$ cat src/pkg/adsc_pkg.sv
package adsc_pkg;

    // ========================================================
    // timing
    // ========================================================
    localparam int OSC_PERIOD_PS  = 10000;  // ref clock period, 100 MHz
    localparam int INSTR_CYCLE_PS = 40000;  // one instruction cycle
    // instruction cycle in ref clocks, least time so rounded up
    localparam int INSTR_CYCLE_CLKS =
        (INSTR_CYCLE_PS + OSC_PERIOD_PS - 1) / OSC_PERIOD_PS;
    localparam int CONV_PERIODS    = 11;    // bit periods per conversion
    localparam int RECOVER_PERIODS = 2;     // wait after done or abort
    localparam int RESULT_BITS     = 10;    // converter resolution

    // ========================================================
    // field codes
    // ========================================================
    localparam logic [3:0] TRIGGER_MODE   = 4'hb; // special event mode
    localparam logic [2:0] ACQ_NONE       = 3'h0; // no auto acquisition
    localparam logic [1:0] CLK_SEL_RC     = 2'h3; // low bits of rc code
    localparam int         MAX_DIV_LOG2   = 6;    // divide by 64 at most
    localparam int         PERIOD_CNT_W   = 5;    // holds up to 20
    localparam int         PORT_PINS      = 16;   // analog capable pins

    // reset values
    localparam logic [2:0] ACQ_RESET      = 3'h0;
    localparam logic [7:0] RESULT_RESET   = 8'h00;

    // ========================================================
    // carriers
    // ========================================================
    typedef struct packed {
        logic       result_justify;  // 1 right, 0 left
        logic [2:0] acq_time_sel;    // auto acquisition length
        logic [2:0] conv_clock_sel;  // bit period source
    } adsc_cfg_t;

    typedef struct packed {
        logic [7:0] result_high_byte;
        logic [7:0] result_low_byte;
    } adsc_result_t;

    // acquisition code to bit periods
    function automatic logic [PERIOD_CNT_W-1:0] acq_periods(
        input logic [2:0] code);
        case (code)
            3'h7:    acq_periods = 5'h14;
            3'h6:    acq_periods = 5'h10;
            3'h5:    acq_periods = 5'h0c;
            3'h4:    acq_periods = 5'h08;
            3'h3:    acq_periods = 5'h06;
            3'h2:    acq_periods = 5'h04;
            3'h1:    acq_periods = 5'h02;
            default: acq_periods = 5'h00;
        endcase
    endfunction : acq_periods

endpackage : adsc_pkg

$ cat src/logic/adsc_sequencer.sv
`timescale 1ns/1ns
// How it works
// - code 000: go keeps sampling one instruction cycle, then converts
// - nonzero code samples selected periods, then converts
// - done clears go, sets flag, resumes sampling
// - no acquisition or conversion phase status shown
// - conversion takes exactly eleven bit periods
// - clock select picks divider or rc
// - analog pins read back as zero
// - channel and direction never gate conversion
// - code 000 waits one instruction cycle
// - code 010 gives four period acquisition
// - abort on go clear keeps result
// - two period wait, then sampling resumes
// - trigger sets go, resets timer counter
// - converter off: trigger only resets timer
// - sample capacitor disconnects at conversion start
// - acquisition codes map to 0..20 periods
// - justify bit right or left aligns result
// - reset turns off and aborts everything
module adsc_sequencer
    import adsc_pkg::*;
(
    // clock and reset
    input  wire logic                  ref_clk_i,
    input  wire logic                  reset_i,
    // software control bits
    input  wire logic                  converter_on_i,
    input  wire logic                  go_set_i,     // write of go as 1
    input  wire logic                  go_clear_i,   // write of go as 0
    input  wire adsc_pkg::adsc_cfg_t   cfg_i,        // acq_clock_config
    input  wire logic [3:0]            channel_sel_i,
    input  wire logic                  irq_flag_clear_i,
    // software writes of the result pair
    input  wire logic                  res_wr_high_i,
    input  wire logic                  res_wr_low_i,
    input  wire logic [7:0]            res_wr_data_i,
    // capture unit two
    input  wire logic [3:0]            capture_unit_mode_sel_i,
    input  wire logic                  special_event_i, // same clock
    // analog side
    input  wire logic                  rc_clk_i,      // internal rc osc
    input  wire logic                  comparator_i,  // sar comparator
    // port pins
    input  wire logic [PORT_PINS-1:0]  port_pin_i,
    input  wire logic [PORT_PINS-1:0]  analog_cfg_i,  // 1 analog
    // status and results
    output logic                       go_flag_o,
    output logic                       conv_done_irq_flag_o,
    output adsc_pkg::adsc_result_t     result_o,
    output logic                       timer_reset_o,  // one cycle
    // analog front end control
    output logic                       sample_connect_o,
    output logic [3:0]                 channel_o,
    output logic [RESULT_BITS-1:0]     sar_trial_o,
    // port read back
    output logic [PORT_PINS-1:0]       port_read_o
);

    // ========================================================
    // declarations
    // ========================================================
    typedef enum logic [2:0] {
        ST_IDLE,     // sampling when on, waiting for go
        ST_INSTR,    // one instruction cycle before converting
        ST_ACQ,      // programmed acquisition
        ST_CONV,     // successive approximation
        ST_RECOVER   // mandatory gap before sampling
    } adsc_state_t;

    adsc_state_t              state;        // sequencer state
    logic                     tick;         // one pulse per bit period
    logic                     tick_run;     // divider runs in timed states
    logic                     rc_level;     // synced rc clock
    logic                     cmp_level;    // comparator level, taken unsynced
    logic [PORT_PINS-1:0]     pin_level;    // synced pins
    logic [PERIOD_CNT_W-1:0]  period_cnt;   // bit periods in state
    logic [2:0]               instr_cnt;    // ref clocks in ST_INSTR
    logic [RESULT_BITS-1:0]   sar_bits;     // decided bits
    logic [RESULT_BITS-1:0]   sar_mask;     // bit under test
    logic                     trigger_hit;  // special event in mode
    logic                     go_request;   // any source sets go
    logic                     abort;        // go cleared or converter off
    logic                     conv_finish;  // last conversion period
    logic [RESULT_BITS-1:0]   final_code;   // code with last bit decided

    // ========================================================
    // input synchronisers and bit period clock
    // ========================================================
    // rc clock is foreign; comparator reads our own trial word
    assign cmp_level = comparator_i;  // two flops outlast a /2 period
    adsc_sync #(
        .WIDTH (1)
    ) u_sync_analog (
        .ref_clk_i (ref_clk_i),
        .reset_i   (reset_i),
        .async_i   (rc_clk_i),
        .sync_o    (rc_level)
    );

    // pin levels are asynchronous too
    adsc_sync #(
        .WIDTH (PORT_PINS)
    ) u_sync_pins (
        .ref_clk_i (ref_clk_i),
        .reset_i   (reset_i),
        .async_i   (port_pin_i),
        .sync_o    (pin_level)
    );

    // divider only runs while a timed phase is under way
    assign tick_run = ((state == ST_ACQ) || (state == ST_CONV)
                   || (state == ST_RECOVER)) && !abort;

    adsc_tick_gen u_tick (
        .ref_clk_i        (ref_clk_i),
        .reset_i          (reset_i),
        .run_i            (tick_run),
        .conv_clock_sel_i (cfg_i.conv_clock_sel),
        .rc_level_i       (rc_level),
        .tick_o           (tick)
    );

    // ========================================================
    // go sources and abort
    // ========================================================
    // trigger counts only in the right capture mode
    assign trigger_hit = special_event_i
                      && (capture_unit_mode_sel_i == TRIGGER_MODE);
    // converter off blocks both sources from setting go
    assign go_request  = converter_on_i
                      && (go_set_i || trigger_hit);
    // go cleared by software, or the converter switched off
    assign abort       = go_flag_o && (go_clear_i || !converter_on_i);

    // last period of the conversion, result lands here
    assign conv_finish = (state == ST_CONV) && tick
                      && (period_cnt == PERIOD_CNT_W'(CONV_PERIODS - 1));

    // bit under test settled with the comparator at this tick
    assign final_code  = cmp_level ? (sar_bits | sar_mask) : sar_bits;

    // ========================================================
    // sequencer state
    // ========================================================
    // counts advance on ticks except in the instruction wait, so acquisition,
    // conversion and recovery scale with the selected bit period
    always_ff @(posedge ref_clk_i or posedge reset_i) begin
        if (reset_i) begin
            state      <= ST_IDLE;
            period_cnt <= '0;
            instr_cnt  <= '0;
        end else begin
            case (state)
                // waiting; a pending go from recovery also starts here
                ST_IDLE: begin
                    period_cnt <= '0;
                    instr_cnt  <= '0;
                    if (go_flag_o && converter_on_i && !go_clear_i) begin
                        if (cfg_i.acq_time_sel == ACQ_NONE) begin
                            state <= ST_INSTR;
                        end else begin
                            state <= ST_ACQ;
                        end
                    end
                end
                // one instruction cycle so a sleep can go first
                ST_INSTR: begin
                    if (abort) begin
                        state <= ST_RECOVER;
                    end else if (instr_cnt ==
                                 3'(INSTR_CYCLE_CLKS - 1)) begin
                        state <= ST_CONV;
                    end else begin
                        instr_cnt <= instr_cnt + 3'h1;
                    end
                end
                // keep sampling for the programmed periods
                ST_ACQ: begin
                    if (abort) begin
                        state      <= ST_RECOVER;
                        period_cnt <= '0;
                    end else if (tick) begin
                        if (period_cnt ==
                            acq_periods(cfg_i.acq_time_sel) - 5'h01) begin
                            state      <= ST_CONV;
                            period_cnt <= '0;
                        end else begin
                            period_cnt <= period_cnt + 5'h01;
                        end
                    end
                end
                // eleven periods, aborted by go clear
                ST_CONV: begin
                    if (abort) begin
                        state      <= ST_RECOVER;
                        period_cnt <= '0;
                    end else if (conv_finish) begin
                        state      <= ST_RECOVER;
                        period_cnt <= '0;
                    end else if (tick) begin
                        period_cnt <= period_cnt + 5'h01;
                    end
                end
                // two periods with the sampler open
                ST_RECOVER: begin
                    if (tick) begin
                        if (period_cnt ==
                            PERIOD_CNT_W'(RECOVER_PERIODS - 1)) begin
                            state      <= ST_IDLE;
                            period_cnt <= '0;
                        end else begin
                            period_cnt <= period_cnt + 5'h01;
                        end
                    end
                end
                default: begin
                    state      <= ST_IDLE;
                    period_cnt <= '0;
                end
            endcase
        end
    end

    // ========================================================
    // go flag
    // ========================================================
    // the only activity indication; no phase status leaves the block
    always_ff @(posedge ref_clk_i or posedge reset_i) begin
        if (reset_i) begin
            go_flag_o <= 1'b0;
        end else if (conv_finish && !abort) begin
            go_flag_o <= 1'b0;
        end else if (go_request && !go_flag_o) begin
            go_flag_o <= 1'b1;
        end else if (go_clear_i || !converter_on_i) begin
            go_flag_o <= 1'b0;
        end
    end

    // ========================================================
    // done flag
    // ========================================================
    // a completion in the clearing cycle wins, so none is lost
    always_ff @(posedge ref_clk_i or posedge reset_i) begin
        if (reset_i) begin
            conv_done_irq_flag_o <= 1'b0;
        end else if (conv_finish && !abort) begin
            conv_done_irq_flag_o <= 1'b1;
        end else if (irq_flag_clear_i) begin
            conv_done_irq_flag_o <= 1'b0;
        end
    end

    // ========================================================
    // successive approximation
    // ========================================================
    // bits decided msb first on the first ten periods, the eleventh
    // period only transfers; trial word drives the dac
    always_ff @(posedge ref_clk_i or posedge reset_i) begin
        if (reset_i) begin
            sar_bits    <= '0;
            sar_mask    <= '0;
            sar_trial_o <= '0;
        end else if (state != ST_CONV) begin
            sar_bits    <= '0;
            sar_mask    <= {1'b1, {(RESULT_BITS-1){1'b0}}};
            sar_trial_o <= {1'b1, {(RESULT_BITS-1){1'b0}}};
        end else if (tick && (sar_mask != '0)) begin
            sar_bits    <= final_code;
            sar_mask    <= sar_mask >> 1;
            sar_trial_o <= final_code | (sar_mask >> 1);
        end
    end

    // ========================================================
    // result pair
    // ========================================================
    // reset leaves nothing in flight; abort never loads the pair
    always_ff @(posedge ref_clk_i or posedge reset_i) begin
        if (reset_i) begin
            result_o <= {RESULT_RESET, RESULT_RESET};
        end else if (conv_finish && !abort) begin
            if (cfg_i.result_justify) begin
                // right justified, upper bits of high byte read zero
                result_o.result_high_byte <= {6'h00, sar_bits[9:8]};
                result_o.result_low_byte  <= sar_bits[7:0];
            end else begin
                // left justified, lower bits of low byte read zero
                result_o.result_high_byte <= sar_bits[9:2];
                result_o.result_low_byte  <= {sar_bits[1:0], 6'h00};
            end
        end else begin
            // software may load its own value; kept on abort
            if (res_wr_high_i) begin
                result_o.result_high_byte <= res_wr_data_i;
            end
            if (res_wr_low_i) begin
                result_o.result_low_byte <= res_wr_data_i;
            end
        end
    end

    // ========================================================
    // sampler, channel and timer reset
    // ========================================================
    // sampler closed while idle, instruction wait and acquisition;
    // opens one ref clock after conversion begins
    always_ff @(posedge ref_clk_i or posedge reset_i) begin
        if (reset_i) begin
            sample_connect_o <= 1'b0;
        end else begin
            sample_connect_o <= converter_on_i
                             && (state != ST_CONV)
                             && (state != ST_RECOVER);
        end
    end

    // channel goes straight through; pin direction never gates it,
    // an output pin is simply converted at its driven level
    always_ff @(posedge ref_clk_i or posedge reset_i) begin
        if (reset_i) begin
            channel_o <= '0;
        end else begin
            channel_o <= channel_sel_i;
        end
    end

    // timer counter reset follows every trigger, on or off
    always_ff @(posedge ref_clk_i or posedge reset_i) begin
        if (reset_i) begin
            timer_reset_o <= 1'b0;
        end else begin
            timer_reset_o <= trigger_hit;
        end
    end

    // ========================================================
    // port read back
    // ========================================================
    // analog pins read low so a floating level cannot leak into
    // software; digital pins pass their synced level
    always_ff @(posedge ref_clk_i or posedge reset_i) begin
        if (reset_i) begin
            port_read_o <= '0;
        end else begin
            port_read_o <= pin_level & ~analog_cfg_i;
        end
    end

endmodule : adsc_sequencer

$ cat src/logic/adsc_sync.sv
`timescale 1ns/1ns
module adsc_sync #(
    parameter int WIDTH = 1
) (
    // clock and reset
    input  wire logic             ref_clk_i,
    input  wire logic             reset_i,
    // asynchronous level in, synchronised level out
    input  wire logic [WIDTH-1:0] async_i,
    output logic      [WIDTH-1:0] sync_o
);

    // ========================================================
    // two flop synchroniser
    // ========================================================
    logic [WIDTH-1:0] stage1;  // only read by the second flop

    // first stage may go metastable, nothing but sync_o reads it
    always_ff @(posedge ref_clk_i or posedge reset_i) begin
        if (reset_i) begin
            stage1 <= '0;
            sync_o <= '0;
        end else begin
            stage1 <= async_i;
            sync_o <= stage1;
        end
    end

endmodule : adsc_sync

$ cat src/logic/adsc_tick_gen.sv
`timescale 1ns/1ns
module adsc_tick_gen
    import adsc_pkg::*;
(
    // clock and reset
    input  wire logic       ref_clk_i,
    input  wire logic       reset_i,
    // control
    input  wire logic       run_i,          // low holds the phase at zero
    input  wire logic [2:0] conv_clock_sel_i,
    input  wire logic       rc_level_i,     // rc clock, already synced
    // one cycle pulse per bit period
    output logic            tick_o
);

    // ========================================================
    // bit period divider
    // ========================================================
    logic [MAX_DIV_LOG2-1:0] div_cnt;   // free running while run_i, divider codes only
    logic [MAX_DIV_LOG2-1:0] div_last;  // terminal count for the code
    logic                    rc_mode;   // internal rc selected
    logic                    rc_prev;   // for rising edge detect

    assign rc_mode = (conv_clock_sel_i[1:0] == CLK_SEL_RC);

    // code bits map 000,100,001,101,010,110 to /2../64
    always_comb begin
        case ({conv_clock_sel_i[1:0], conv_clock_sel_i[2]})
            3'b000:  div_last = 6'h01;
            3'b001:  div_last = 6'h03;
            3'b010:  div_last = 6'h07;
            3'b011:  div_last = 6'h0f;
            3'b100:  div_last = 6'h1f;
            3'b101:  div_last = 6'h3f;
            default: div_last = 6'h01;
        endcase
    end

    // counter restarts on run so the first period is a full one
    always_ff @(posedge ref_clk_i or posedge reset_i) begin
        if (reset_i) begin
            div_cnt <= '0;
            rc_prev <= 1'b0;
            tick_o  <= 1'b0;
        end else begin
            rc_prev <= rc_level_i;
            if (!run_i) begin
                div_cnt <= '0;
                tick_o  <= 1'b0;
            end else if (rc_mode) begin
                // first edge only arms
                div_cnt[0] <= div_cnt[0] | (rc_level_i & ~rc_prev);
                tick_o     <= div_cnt[0] & rc_level_i & ~rc_prev;
            end else if (div_cnt == div_last) begin
                div_cnt <= '0;
                tick_o  <= 1'b1;
            end else begin
                div_cnt <= div_cnt + 6'h01;
                tick_o  <= 1'b0;
            end
        end
    end

endmodule : adsc_tick_gen

$ cat config.mk
export PLATFORM = sky130hd
export DESIGN_NAME = adsc_sequencer
export DESIGN_NICKNAME = d
export VERILOG_FILES = /design/src/pkg/adsc_pkg.sv /design/src/logic/adsc_sequencer.sv /design/src/logic/adsc_sync.sv /design/src/logic/adsc_tick_gen.sv
export SDC_FILE = /design/constraint.sdc
export NUM_CORES = 1
export LEC_CHECK = 0
export ABC_AREA = 1
export ABC_CLOCK_PERIOD_IN_PS = 6450
export BUFFER_PORTS_ARGS = -buffer_cell sky130_fd_sc_hd__buf_2
export CORE_MARGIN = 5
export CORE_UTILIZATION = 58
export DETAILED_ROUTE_END_ITERATION = 6
export GPL_ROUTABILITY_DRIVEN = 0
export PLACE_DENSITY = 0.84
export SETUP_SLACK_MARGIN = 0.1
export SYNTH_ARGS = -nofsm -noshare
export SYNTH_HDL_FRONTEND = slang
export SYNTH_SLANG_ARGS = --single-unit
$ cat constraint.sdc
create_clock -name ref_clk_i -period 6.45 [get_ports ref_clk_i]
set_clock_uncertainty 0.15 [all_clocks]
set_input_delay 0.645 -clock ref_clk_i [delete_from_list [all_inputs] [get_ports ref_clk_i]]
set_output_delay 0.645 -clock ref_clk_i [all_outputs]
set_load 0.03 [all_outputs]
==> results of run 1 <==
## area by class of cell
type,instances,area [sq um]
Timing Repair Buffer,116,583
Fill cell,608,2540
Sequential cell,123,3080
Clock buffer,18,418
Tap cell,111,139
Inverter,80,305
Multi-Input combinational cell,354,1840
Clock inverter,14,206
## metal layers
metal / wire length, microns / part of all wire [%]
met1: 5180 / 41
met2: 6010 / 48
met3: 1080 / 8.6
met4: 227 / 1.8
met5: 0 / 0
## synth_stat cells (2+ instances only)
library cell and n:
nor2_8 4, inv_2 5, nor2_2 2, nor2_1 42
o21ai_0 32, nand2_1 118, nand3_1 91, nand4_1 10
xor2_1 6, nor3_1 2, buf_6 5, nand2_2 5
ha_1 10, nor2_4 2, buf_4 3, inv_1 73
buf_2 2, o21ai_1 13, buf_1 3, nand3b_1 4
a211oi_1 2, dfrtp_1 123
## sequential cells by signal, summed over array words and instances, names as in the netlist
signal and cells:
channel_o 4, conv_done_irq_flag_o 1, go_flag_o 1, instr_cnt 3, period_cnt 5, port_read_o 16, result_o 16, sample_connect_o 1
sar_bits 10, sar_mask 10, sar_trial_o 10, state 3, timer_reset_o 1, u_sync_analog.stage1 1, u_sync_analog.sync_o 1, u_sync_pins.stage1 16
u_sync_pins.sync_o 16, u_tick.div_cnt 6, u_tick.rc_prev 1, u_tick.tick_o 1
## power by group
group | internal, mW | switching [mW] | leakage (nW)
Combinational | 0.123 | 0.304 | 1.61
Clock | 0.638 | 0.365 | 0.307
Sequential | 0.825 | 0.0409 | 1.56
## cells by family (layout without fill, tap and decap cells)
group                      after synthesis  count (layout)  share of synthesized area, %
and+or+nand+nor                        285             285                          25.8
AOI/OAI and AO/OA                       52              52                          5.20
buffers and inverters                   94             228                          7.64
xor gates and xnor gates                 7               7                          1.15
adders and majority gates               10              10                          2.35
DFF                                    123             123                          57.8
## critical path: stages (launching register included)
cell and delay, ns:
dfrtp_1 0.43, inv_2 0.11, nand2_4 0.07, nor2_8 0.29, inv_4 0.10, nor2_1 0.88, o21ai_0 0.27, nand2_1 0.13
## worst paths after layout
path	from	end	slack, ns	cells past startpoint
max	state[2]	sar_trial_o[6]	3.95	7
min	reset_i	u_sync_pins.sync_o[5]	0.08	2
max reg2reg	state[2]	sar_trial_o[6]	3.95	7
min reg2reg	u_sync_pins.stage1[3]	u_sync_pins.sync_o[3]	0.19	0
max in group asynchronous	reset_i	sar_trial_o[1]	4.73	3
min in group ref_clk_i	port_pin_i[6]	u_sync_pins.stage1[6]	0.08	1
==> results.cfg, run 1 <==
[grt]
grt_antenna_before_repair = 0
grt_max_degree = 72
gr-usage-all-layers_pct = 23.4
use_met2_pct = 38.8
grt_pass1_vias = 4427
grt_pass1_wl_mm = 21.0
met1_usage_pct = 29.2
use_met3_pct = 7.35
grt.overflow.total = 0
grt.busiest_layer = met2

[yosys]
synth_area_sq_mm = 0.00532
syn_nets = 647
synthArstFlopShare_pct = 100
yosysWarnings = 0
synth_edf_count = 0
seq_area_frac_synth_pct = 57.8
yosysTopAreaCell = dfrtp_1
synth_seq_cells = 123
synth_cells = 571
synth_ff_type = dfrtp_1
ys_top_cells_by_area = dfrtp_1 58%, nand3_1 8.6%, nand2_1 8.3%
synth_top_area_share_pct = 57.8
syn_avg_cell_area_sq_um = 9.32
synth_cell_types = 36

[die]
dieHeight_microns = 106
core_area_sq_mm = 0.00911
ios = 116
rows = 35
dieArea_sq_mm = 0.0112
fp.dieW_microns = 106
initial_core_util_pct = 58.4

[layout]
design_area_sq_mm = 0.00657
syn_to_final_growth_pct = 23.4
final_common_cell = dfrtp_1
drive_gt1_share_pct = 24.5
diodes = 0
final_cell_mix = 123 x dfrtp_1, 118 x nand2_1, 115 x buf_2, 91 x nand3_1, 72 x inv_1
instances_no_fill = 816
final_core_util_pct = 72.1
nets = 768

[cts]
post-cts-setup-buffers = 0
cts_tree = built
hold_buffers = 0
cts.htree.levels = 4
cts-buffers-inserted = 17
root_buffer = clkbuf_8
clk_pin_slew_ns = 0.06
clock_path_buffers = 2
cts.repair.resized = 0
clock_latency_ns = 0.51
cts.sinks = 123

[worst_setup_path]
worstSetupPathType = flop to flop
required_ns = 6.74
cp-start-kind = flop
cp.arrival_ns = 2.79
endpoint_kind = flop
crit_fanout = 22

[flow_run]
drv_cap = 0

[routing]
vias = 4403
drt_wl_total_mm = 12.5
drc = 0
initialDrtViolationCount = 424
final_antenna_net_count = 0
wl_per_cell_microns = 15.3
via_per_inst = 5.40
drt_pass1_iterations = 6

[timing]
drv_slew = 0
holdWs_ns = 0.0845
setup_viol = 0
period_share_pct = 38.7
rsz0062_at_grt = false
max_freq_mhz = 400
tightestPinTransition_ns = 1.14
timing.slew.headroom_pct = 23.9
final_hold_viol_count = 0
worst_slack_ns = 3.95
tns_ns = 0
min_period_ns = 2.50

[power_and_ir_drop]
peakVddDrop_uv = 177
power.density_cell_area_mw_per_mm2 = 350
p_leak_nw = 3.48
power_mw = 2.30

[placement]
dpl_cell_area_sq_mm = 0.00594
hpwl_mm = 8.28
dpl.cell_count = 784
port_buffers = 115
place_ws_ns = 4.00

[run_status]
status = finished, final reports clean

[min_path]
hold_path.class = input pin to asynchronous set/reset pin
Note: power is estimated with default switching activity, not from simulation.
==> run 2: changes to the inputs <==
--- a/config.mk
+++ b/config.mk
@@ -6,13 +6,13 @@
 export NUM_CORES = 1
 export LEC_CHECK = 0
 export ABC_AREA = 1
-export ABC_CLOCK_PERIOD_IN_PS = 6450
+export ABC_CLOCK_PERIOD_IN_PS = 2350
 export BUFFER_PORTS_ARGS = -buffer_cell sky130_fd_sc_hd__buf_2
 export CORE_MARGIN = 5
-export CORE_UTILIZATION = 58
+export CORE_UTILIZATION = 54
 export DETAILED_ROUTE_END_ITERATION = 6
 export GPL_ROUTABILITY_DRIVEN = 0
-export PLACE_DENSITY = 0.84
+export PLACE_DENSITY = 0.79
 export SETUP_SLACK_MARGIN = 0.1
 export SYNTH_ARGS = -nofsm -noshare
 export SYNTH_HDL_FRONTEND = slang
==> constraint.sdc (replaced) <==
create_clock -name ref_clk_i -period 2.35 [get_ports ref_clk_i]
set_clock_uncertainty 0.15 [all_clocks]
set_input_delay 0.235 -clock ref_clk_i [delete_from_list [all_inputs] [get_ports ref_clk_i]]
set_output_delay 0.235 -clock ref_clk_i [all_outputs]
set_load 0.03 [all_outputs]
==> run 2 against run 1 <==
Against the previous run:
- core utilization rose by 1.5 points
- worst setup slack got worse by 3.7 ns
- die area rose by 6.7%
- maximum frequency rose by 18%
- non-clock buffer count rose by 57
==> results.cfg, run 2 (same netlist as run 1, synthesis figures left out) <==
[grt]
gr-usage-all-layers_pct = 24.0
grt_pass1_wl_mm = 22.1
grt_antenna_before_repair = 0
grt_max_degree = 68
grt.overflow.total = 0
grt_pass1_vias = 4654

[placement]
dpl_cell_area_sq_mm = 0.00600
dpl.cell_count = 808
hpwl_mm = 8.13
port_buffers = 115

[die]
rows = 36
fp.dieW_microns = 109
core_area_sq_mm = 0.00968
initial_core_util_pct = 54.9
dieArea_sq_mm = 0.0119
ios = 116
dieHeight_microns = 109

[timing]
period_share_pct = 89.8
min_period_ns = 2.11
tns_ns = 0
tightestPinTransition_ns = 0.686
rsz0062_at_grt = false
setup_viol = 0
drv_slew = 0
timing.slew.headroom_pct = 54.2
max_freq_mhz = 474
final_hold_viol_count = 0

[power_and_ir_drop]
p_leak_nw = 3.68
p_seq_share_pct = 38.6
swShare_pct = 31.7
pwr-share-comb_pct = 20.7
peakVddDrop_uv = 557
internal_power_mw = 4.21
clkPwrFrac_pct = 40.7
power.density_cell_area_mw_per_mm2 = 865
switching_power_mw = 1.95

[worst_setup_path]
cp.arrival_ns = 2.32
crit_path_max_incr_delay_ns = 0.47
endpoint_kind = flop
cp_top_family = simple AND/OR/NAND/NOR gates
required_ns = 2.56
worstSetupPathType = flop to flop
cp-start-kind = flop
crit_buf_inv = 0
crit_chain = nor2_1, nand4_1, o21ai_2, nand2_2, nor2_1, a21oi_1
crit_top_cell = nor2_1
crit_fanout = 27
reg2reg_slack_ns = 0.24
critPathSlowestCell = o21ai_2

[flow_run]
drv_cap = 0

[layout]
syn_to_final_growth_pct = 33.9
drive_gt1_share_pct = 23.1
final_common_cell = dfrtp_1
final_cell_mix = 123 x dfrtp_1, 118 x nand2_1, 115 x buf_2, 91 x nand3_1, 72 x inv_1
nets = 825
instances_no_fill = 895
design_area_sq_mm = 0.00713
diodes = 0

[cts]
cts.sinks = 123
cts_tree = built
root_buffer = clkbuf_8
clk_pin_slew_ns = 0.06
cts.htree.levels = 4
post-cts-setup-buffers = 0
clock_latency_ns = 0.52
clock_path_buffers = 2
cts-buffers-inserted = 17

[routing]
drc = 0
drt_pass1_iterations = 7
wl_per_cell_microns = 15.0
drt_wl_total_mm = 13.4
vias = 4615
via_per_inst = 5.16
initialDrtViolationCount = 401
final_antenna_net_count = 0

[run_status]
status = finished, final reports clean

[min_path]
hold_path.class = input pin to flop
[run 2: worst paths after layout]
| path | start | end | cells past startpoint |
|---|---|---|---|
| worst max-delay path | sar_mask[4] | sar_trial_o[9] | 6 |
| worst min-delay path | cfg_i[0] | u_tick.tick_o | 4 |
| worst max register to register | sar_mask[4] | sar_trial_o[9] | 6 |
| worst min register to register | u_sync_pins.stage1[4] | u_sync_pins.sync_o[4] | 0 |
| max in group asynchronous | reset_i | result_o[6] | 4 |
| min in group asynchronous | reset_i | instr_cnt[0] | 4 |
[run 2: stage by stage]
| stage | power [mW] | util (%) | hold WS (ns) | worst slack [ns] |
|---|---|---|---|---|
| finish | 6.17 | 73.6 | 0.141 | 0.241 |
| global route | 6.46 | 73.6 | 0.167 | 0.106 |
| CTS | 6.16 | 73.6 | 0.113 | 0.161 |
| detailed placement | 3.58 | 61.9 | 0.185 | 0.196 |
| global placement | 3.54 | 61.9 | 0.181 | 0.298 |
| floorplan | 3.28 | - | 0.116 | 0.454 |
[run 2: repair_timing]
item | CTS | global route
hold buffers | 55 | 0
endpoints found under the hold margin | 182 | 0
setup endpoints to repair | 0 | 22
gates resized for setup | 0 | 1
[run 2: layout make-up]
type	count	area [sq um]
Multi-Input combinational cell	354	1840
Clock inverter	13	144
Timing Repair Buffer	173	1160
Inverter	80	307
Clock buffer	19	432
Tap cell	133	166
Fill cell	626	2560
Sequential cell	123	3080
[run 2: worst min-delay path, stage by stage]
cell	delay, ns
buf_2	0.12
ha_1	0.24
nand3_1	0.09
o21ai_0	0.07
[run 2: routing by layer]
metal	GRT usage, %	routed length, microns
met4	11.6	427
met1	29.5	5430
met2	39.5	6490
met3	6.10	1070
met5	0	0
[run 2: power by group through the flow]
stage	clock, mW	combinational (mW)	sequential, mW
after floorplan	0	0.776	2.50
after global placement	0	1.15	2.40
after detailed placement	0	1.17	2.41
after CTS	2.53	1.26	2.37
after global routing	2.64	1.42	2.40
final	2.51	1.28	2.38
==> run 3: changes to the inputs <==
--- a/config.mk
+++ b/config.mk
@@ -12,7 +12,7 @@
 export CORE_UTILIZATION = 54
 export DETAILED_ROUTE_END_ITERATION = 6
 export GPL_ROUTABILITY_DRIVEN = 0
-export PLACE_DENSITY = 0.79
+export PLACE_DENSITY = 0.88
 export SETUP_SLACK_MARGIN = 0.1
 export SYNTH_ARGS = -nofsm -noshare
 export SYNTH_HDL_FRONTEND = slang
==> constraint.sdc (replaced) <==
create_clock -name ref_clk_i -period 2.35 [get_ports ref_clk_i]
set_clock_uncertainty 0.15 [all_clocks]
set_input_delay 0.235 -clock ref_clk_i [delete_from_list [all_inputs] [get_ports ref_clk_i]]
set_output_delay 0.235 -clock ref_clk_i [all_outputs]
set_load 0.05 [all_outputs]
==> run 3 against run 2 <==
Against the previous run:
- sequential power hardly changed
- sequential cell count stayed put
- routed wire length is 21% higher
- critical path depth is 2 higher
- via count is 6.1% higher
- combinational power is 13% higher
- count of clock-buffer cells in the layout is 2 lower
- critical path type unchanged
==> results.cfg, run 3 (same netlist as run 1, synthesis figures left out) <==
[run_status]
status = finished, final reports clean

[routing]
drc = 0
vias = 4898
initialDrtViolationCount = 541
drt_wl_total_mm = 16.3
final_antenna_net_count = 0
drt_pass1_iterations = 6
via_per_inst = 5.47
wl_per_cell_microns = 18.1

[layout]
instances_no_fill = 896
diodes = 0
drive_gt1_share_pct = 23.2
syn_to_final_growth_pct = 35.5
design_area_sq_mm = 0.00721
multi_input_area_sq_mm = 0.00184
seq_area_sq_mm = 0.00308
nets = 826
final_cell_mix = 123 x dfrtp_1, 118 x nand2_1, 115 x buf_2, 91 x nand3_1, 72 x inv_1
final_common_cell = dfrtp_1
fillerInstances = 538

[worst_setup_path]
r2r_start = state[2]
required_ns = 2.58
cp-start-kind = flop
worstSetupPathType = flop to flop
reg2reg_to = result_o[4]
endpoint_kind = flop
cp.arrival_ns = 2.31
crit_fanout = 35
endpoint = result_o[4]
reg2reg_slack_ns = 0.26
r2r_cells = 8
crit_path_start = state[2]

[grt]
grt_max_degree = 75
grt_pass1_vias = 5179
grt_antenna_before_repair = 0
grt_pass1_wl_mm = 25.8
gr-usage-all-layers_pct = 28.8
grt.overflow.total = 0

[die]
core_area_sq_mm = 0.00968
initial_core_util_pct = 54.9
dieArea_sq_mm = 0.0119
ios = 116
fp.dieW_microns = 109
rows = 36
dieHeight_microns = 109

[cts]
cts.htree.levels = 4
clk_pin_slew_ns = 0.06
clock_latency_ns = 0.52
cts-buffers-inserted = 17
root_buffer = clkbuf_8
cts_tree = built
cts.sinks = 123
clock_path_buffers = 2

[min_path]
hold_path.class = input pin to flop
hold_depth = 6

[timing]
tightestPinTransition_ns = 0.579
drv_slew = 0
worst_slack_ns = 0.264
tns_ns = 0
final_hold_viol_count = 0
setup_viol = 0
period_share_pct = 88.8
rsz0062_at_grt = false
timing.slew.headroom_pct = 61.4
max_freq_mhz = 479
min_period_ns = 2.09

[placement]
dpl.cell_count = 809
dpl_cell_area_sq_mm = 0.00601
hpwl_mm = 8.84
place_ws_ns = 0.445
port_buffers = 115

[power_and_ir_drop]
internal_power_mw = 4.52
p_leak_nw = 3.73
peakVddDrop_uv = 570
power.density_cell_area_mw_per_mm2 = 934
clkPwrFrac_pct = 42.9
pwr-share-comb_pct = 21.5
p_seq_share_pct = 35.6
switching_power_mw = 2.21
swShare_pct = 32.9

[flow_run]
drv_cap = 0
[run 3: final cells by class]
class	instances	share of cell area [%]
multi-input cells	354	25.5
clock buffers	17	5.75
clock inverters	15	3.30
well taps	133	2.31
inverters	80	4.25
repair buffers	174	16.2
flip-flops and latches	123	42.7
[run 3: metrics by stage]
stage / total power, mW / hold slack [ns] / util [%]
global placement: 3.62 / 0.182 / 62.0
global route: 6.96 / 0.173 / 74.4
detailed placement: 3.71 / 0.185 / 62.0
finish: 6.73 / 0.143 / 74.4
floorplan: 3.36 / 0.116 / -
CTS: 6.64 / 0.136 / 74.4
[run 3: critical path, cell delays in order, from the launching register on]
cell	delay (ns)
dfrtp_1	0.44
inv_2	0.12
nand2_4	0.08
nor2_8	0.30
inv_4	0.11
nor2_8	0.13
nand2_8	0.18
nand3_1	0.28
nand3_1	0.15
[run 3: what timing repair did]
| action | 4_1_cts | 5_1_grt |
|---|---|---|
| hold buffers | 55 | 0 |
| endpoints found under the hold margin | 182 | 0 |
| setup buffers | 0 | 0 |
| resized for setup | 0 | 0 |
[run 3: how the worst min path moves through the flow]
stage | to | slack, ns | from
2_1_floorplan | channel_o[0] | 0.12 | channel_sel_i[0]
5_1_grt | u_tick.div_cnt[0] | 0.17 | cfg_i[0]
3_5_place_dp | u_sync_pins.sync_o[10] | 0.18 | u_sync_pins.stage1[10]
6_report | u_tick.tick_o | 0.14 | cfg_i[1]
4_1_cts | u_tick.tick_o | 0.14 | cfg_i[1]
3_3_place_gp | u_sync_pins.sync_o[1] | 0.18 | u_sync_pins.stage1[1]
[run 3: layer usage]
metal | routed length [microns] | up-vias | global-route usage [%] | share of wire (%)
li1 | - | 2193 | - | -
met4 | 779 | 0 | 14.5 | 4.8
met5 | 0 | - | 0 | 0
met2 | 8410 | 289 | 51.1 | 52
met1 | 5670 | 2343 | 30.6 | 35
met3 | 1400 | 73 | 9.47 | 8.6
[run 3: power by group through the flow]
stage / clock [mW] / sequential (mW) / combinational, mW
global placement: 0 / 2.40 / 1.21
detailed placement: 0 / 2.41 / 1.30
global route: 2.99 / 2.40 / 1.57
floorplan: 0 / 2.59 / 0.776
finish: 2.89 / 2.40 / 1.45
CTS: 2.87 / 2.38 / 1.39
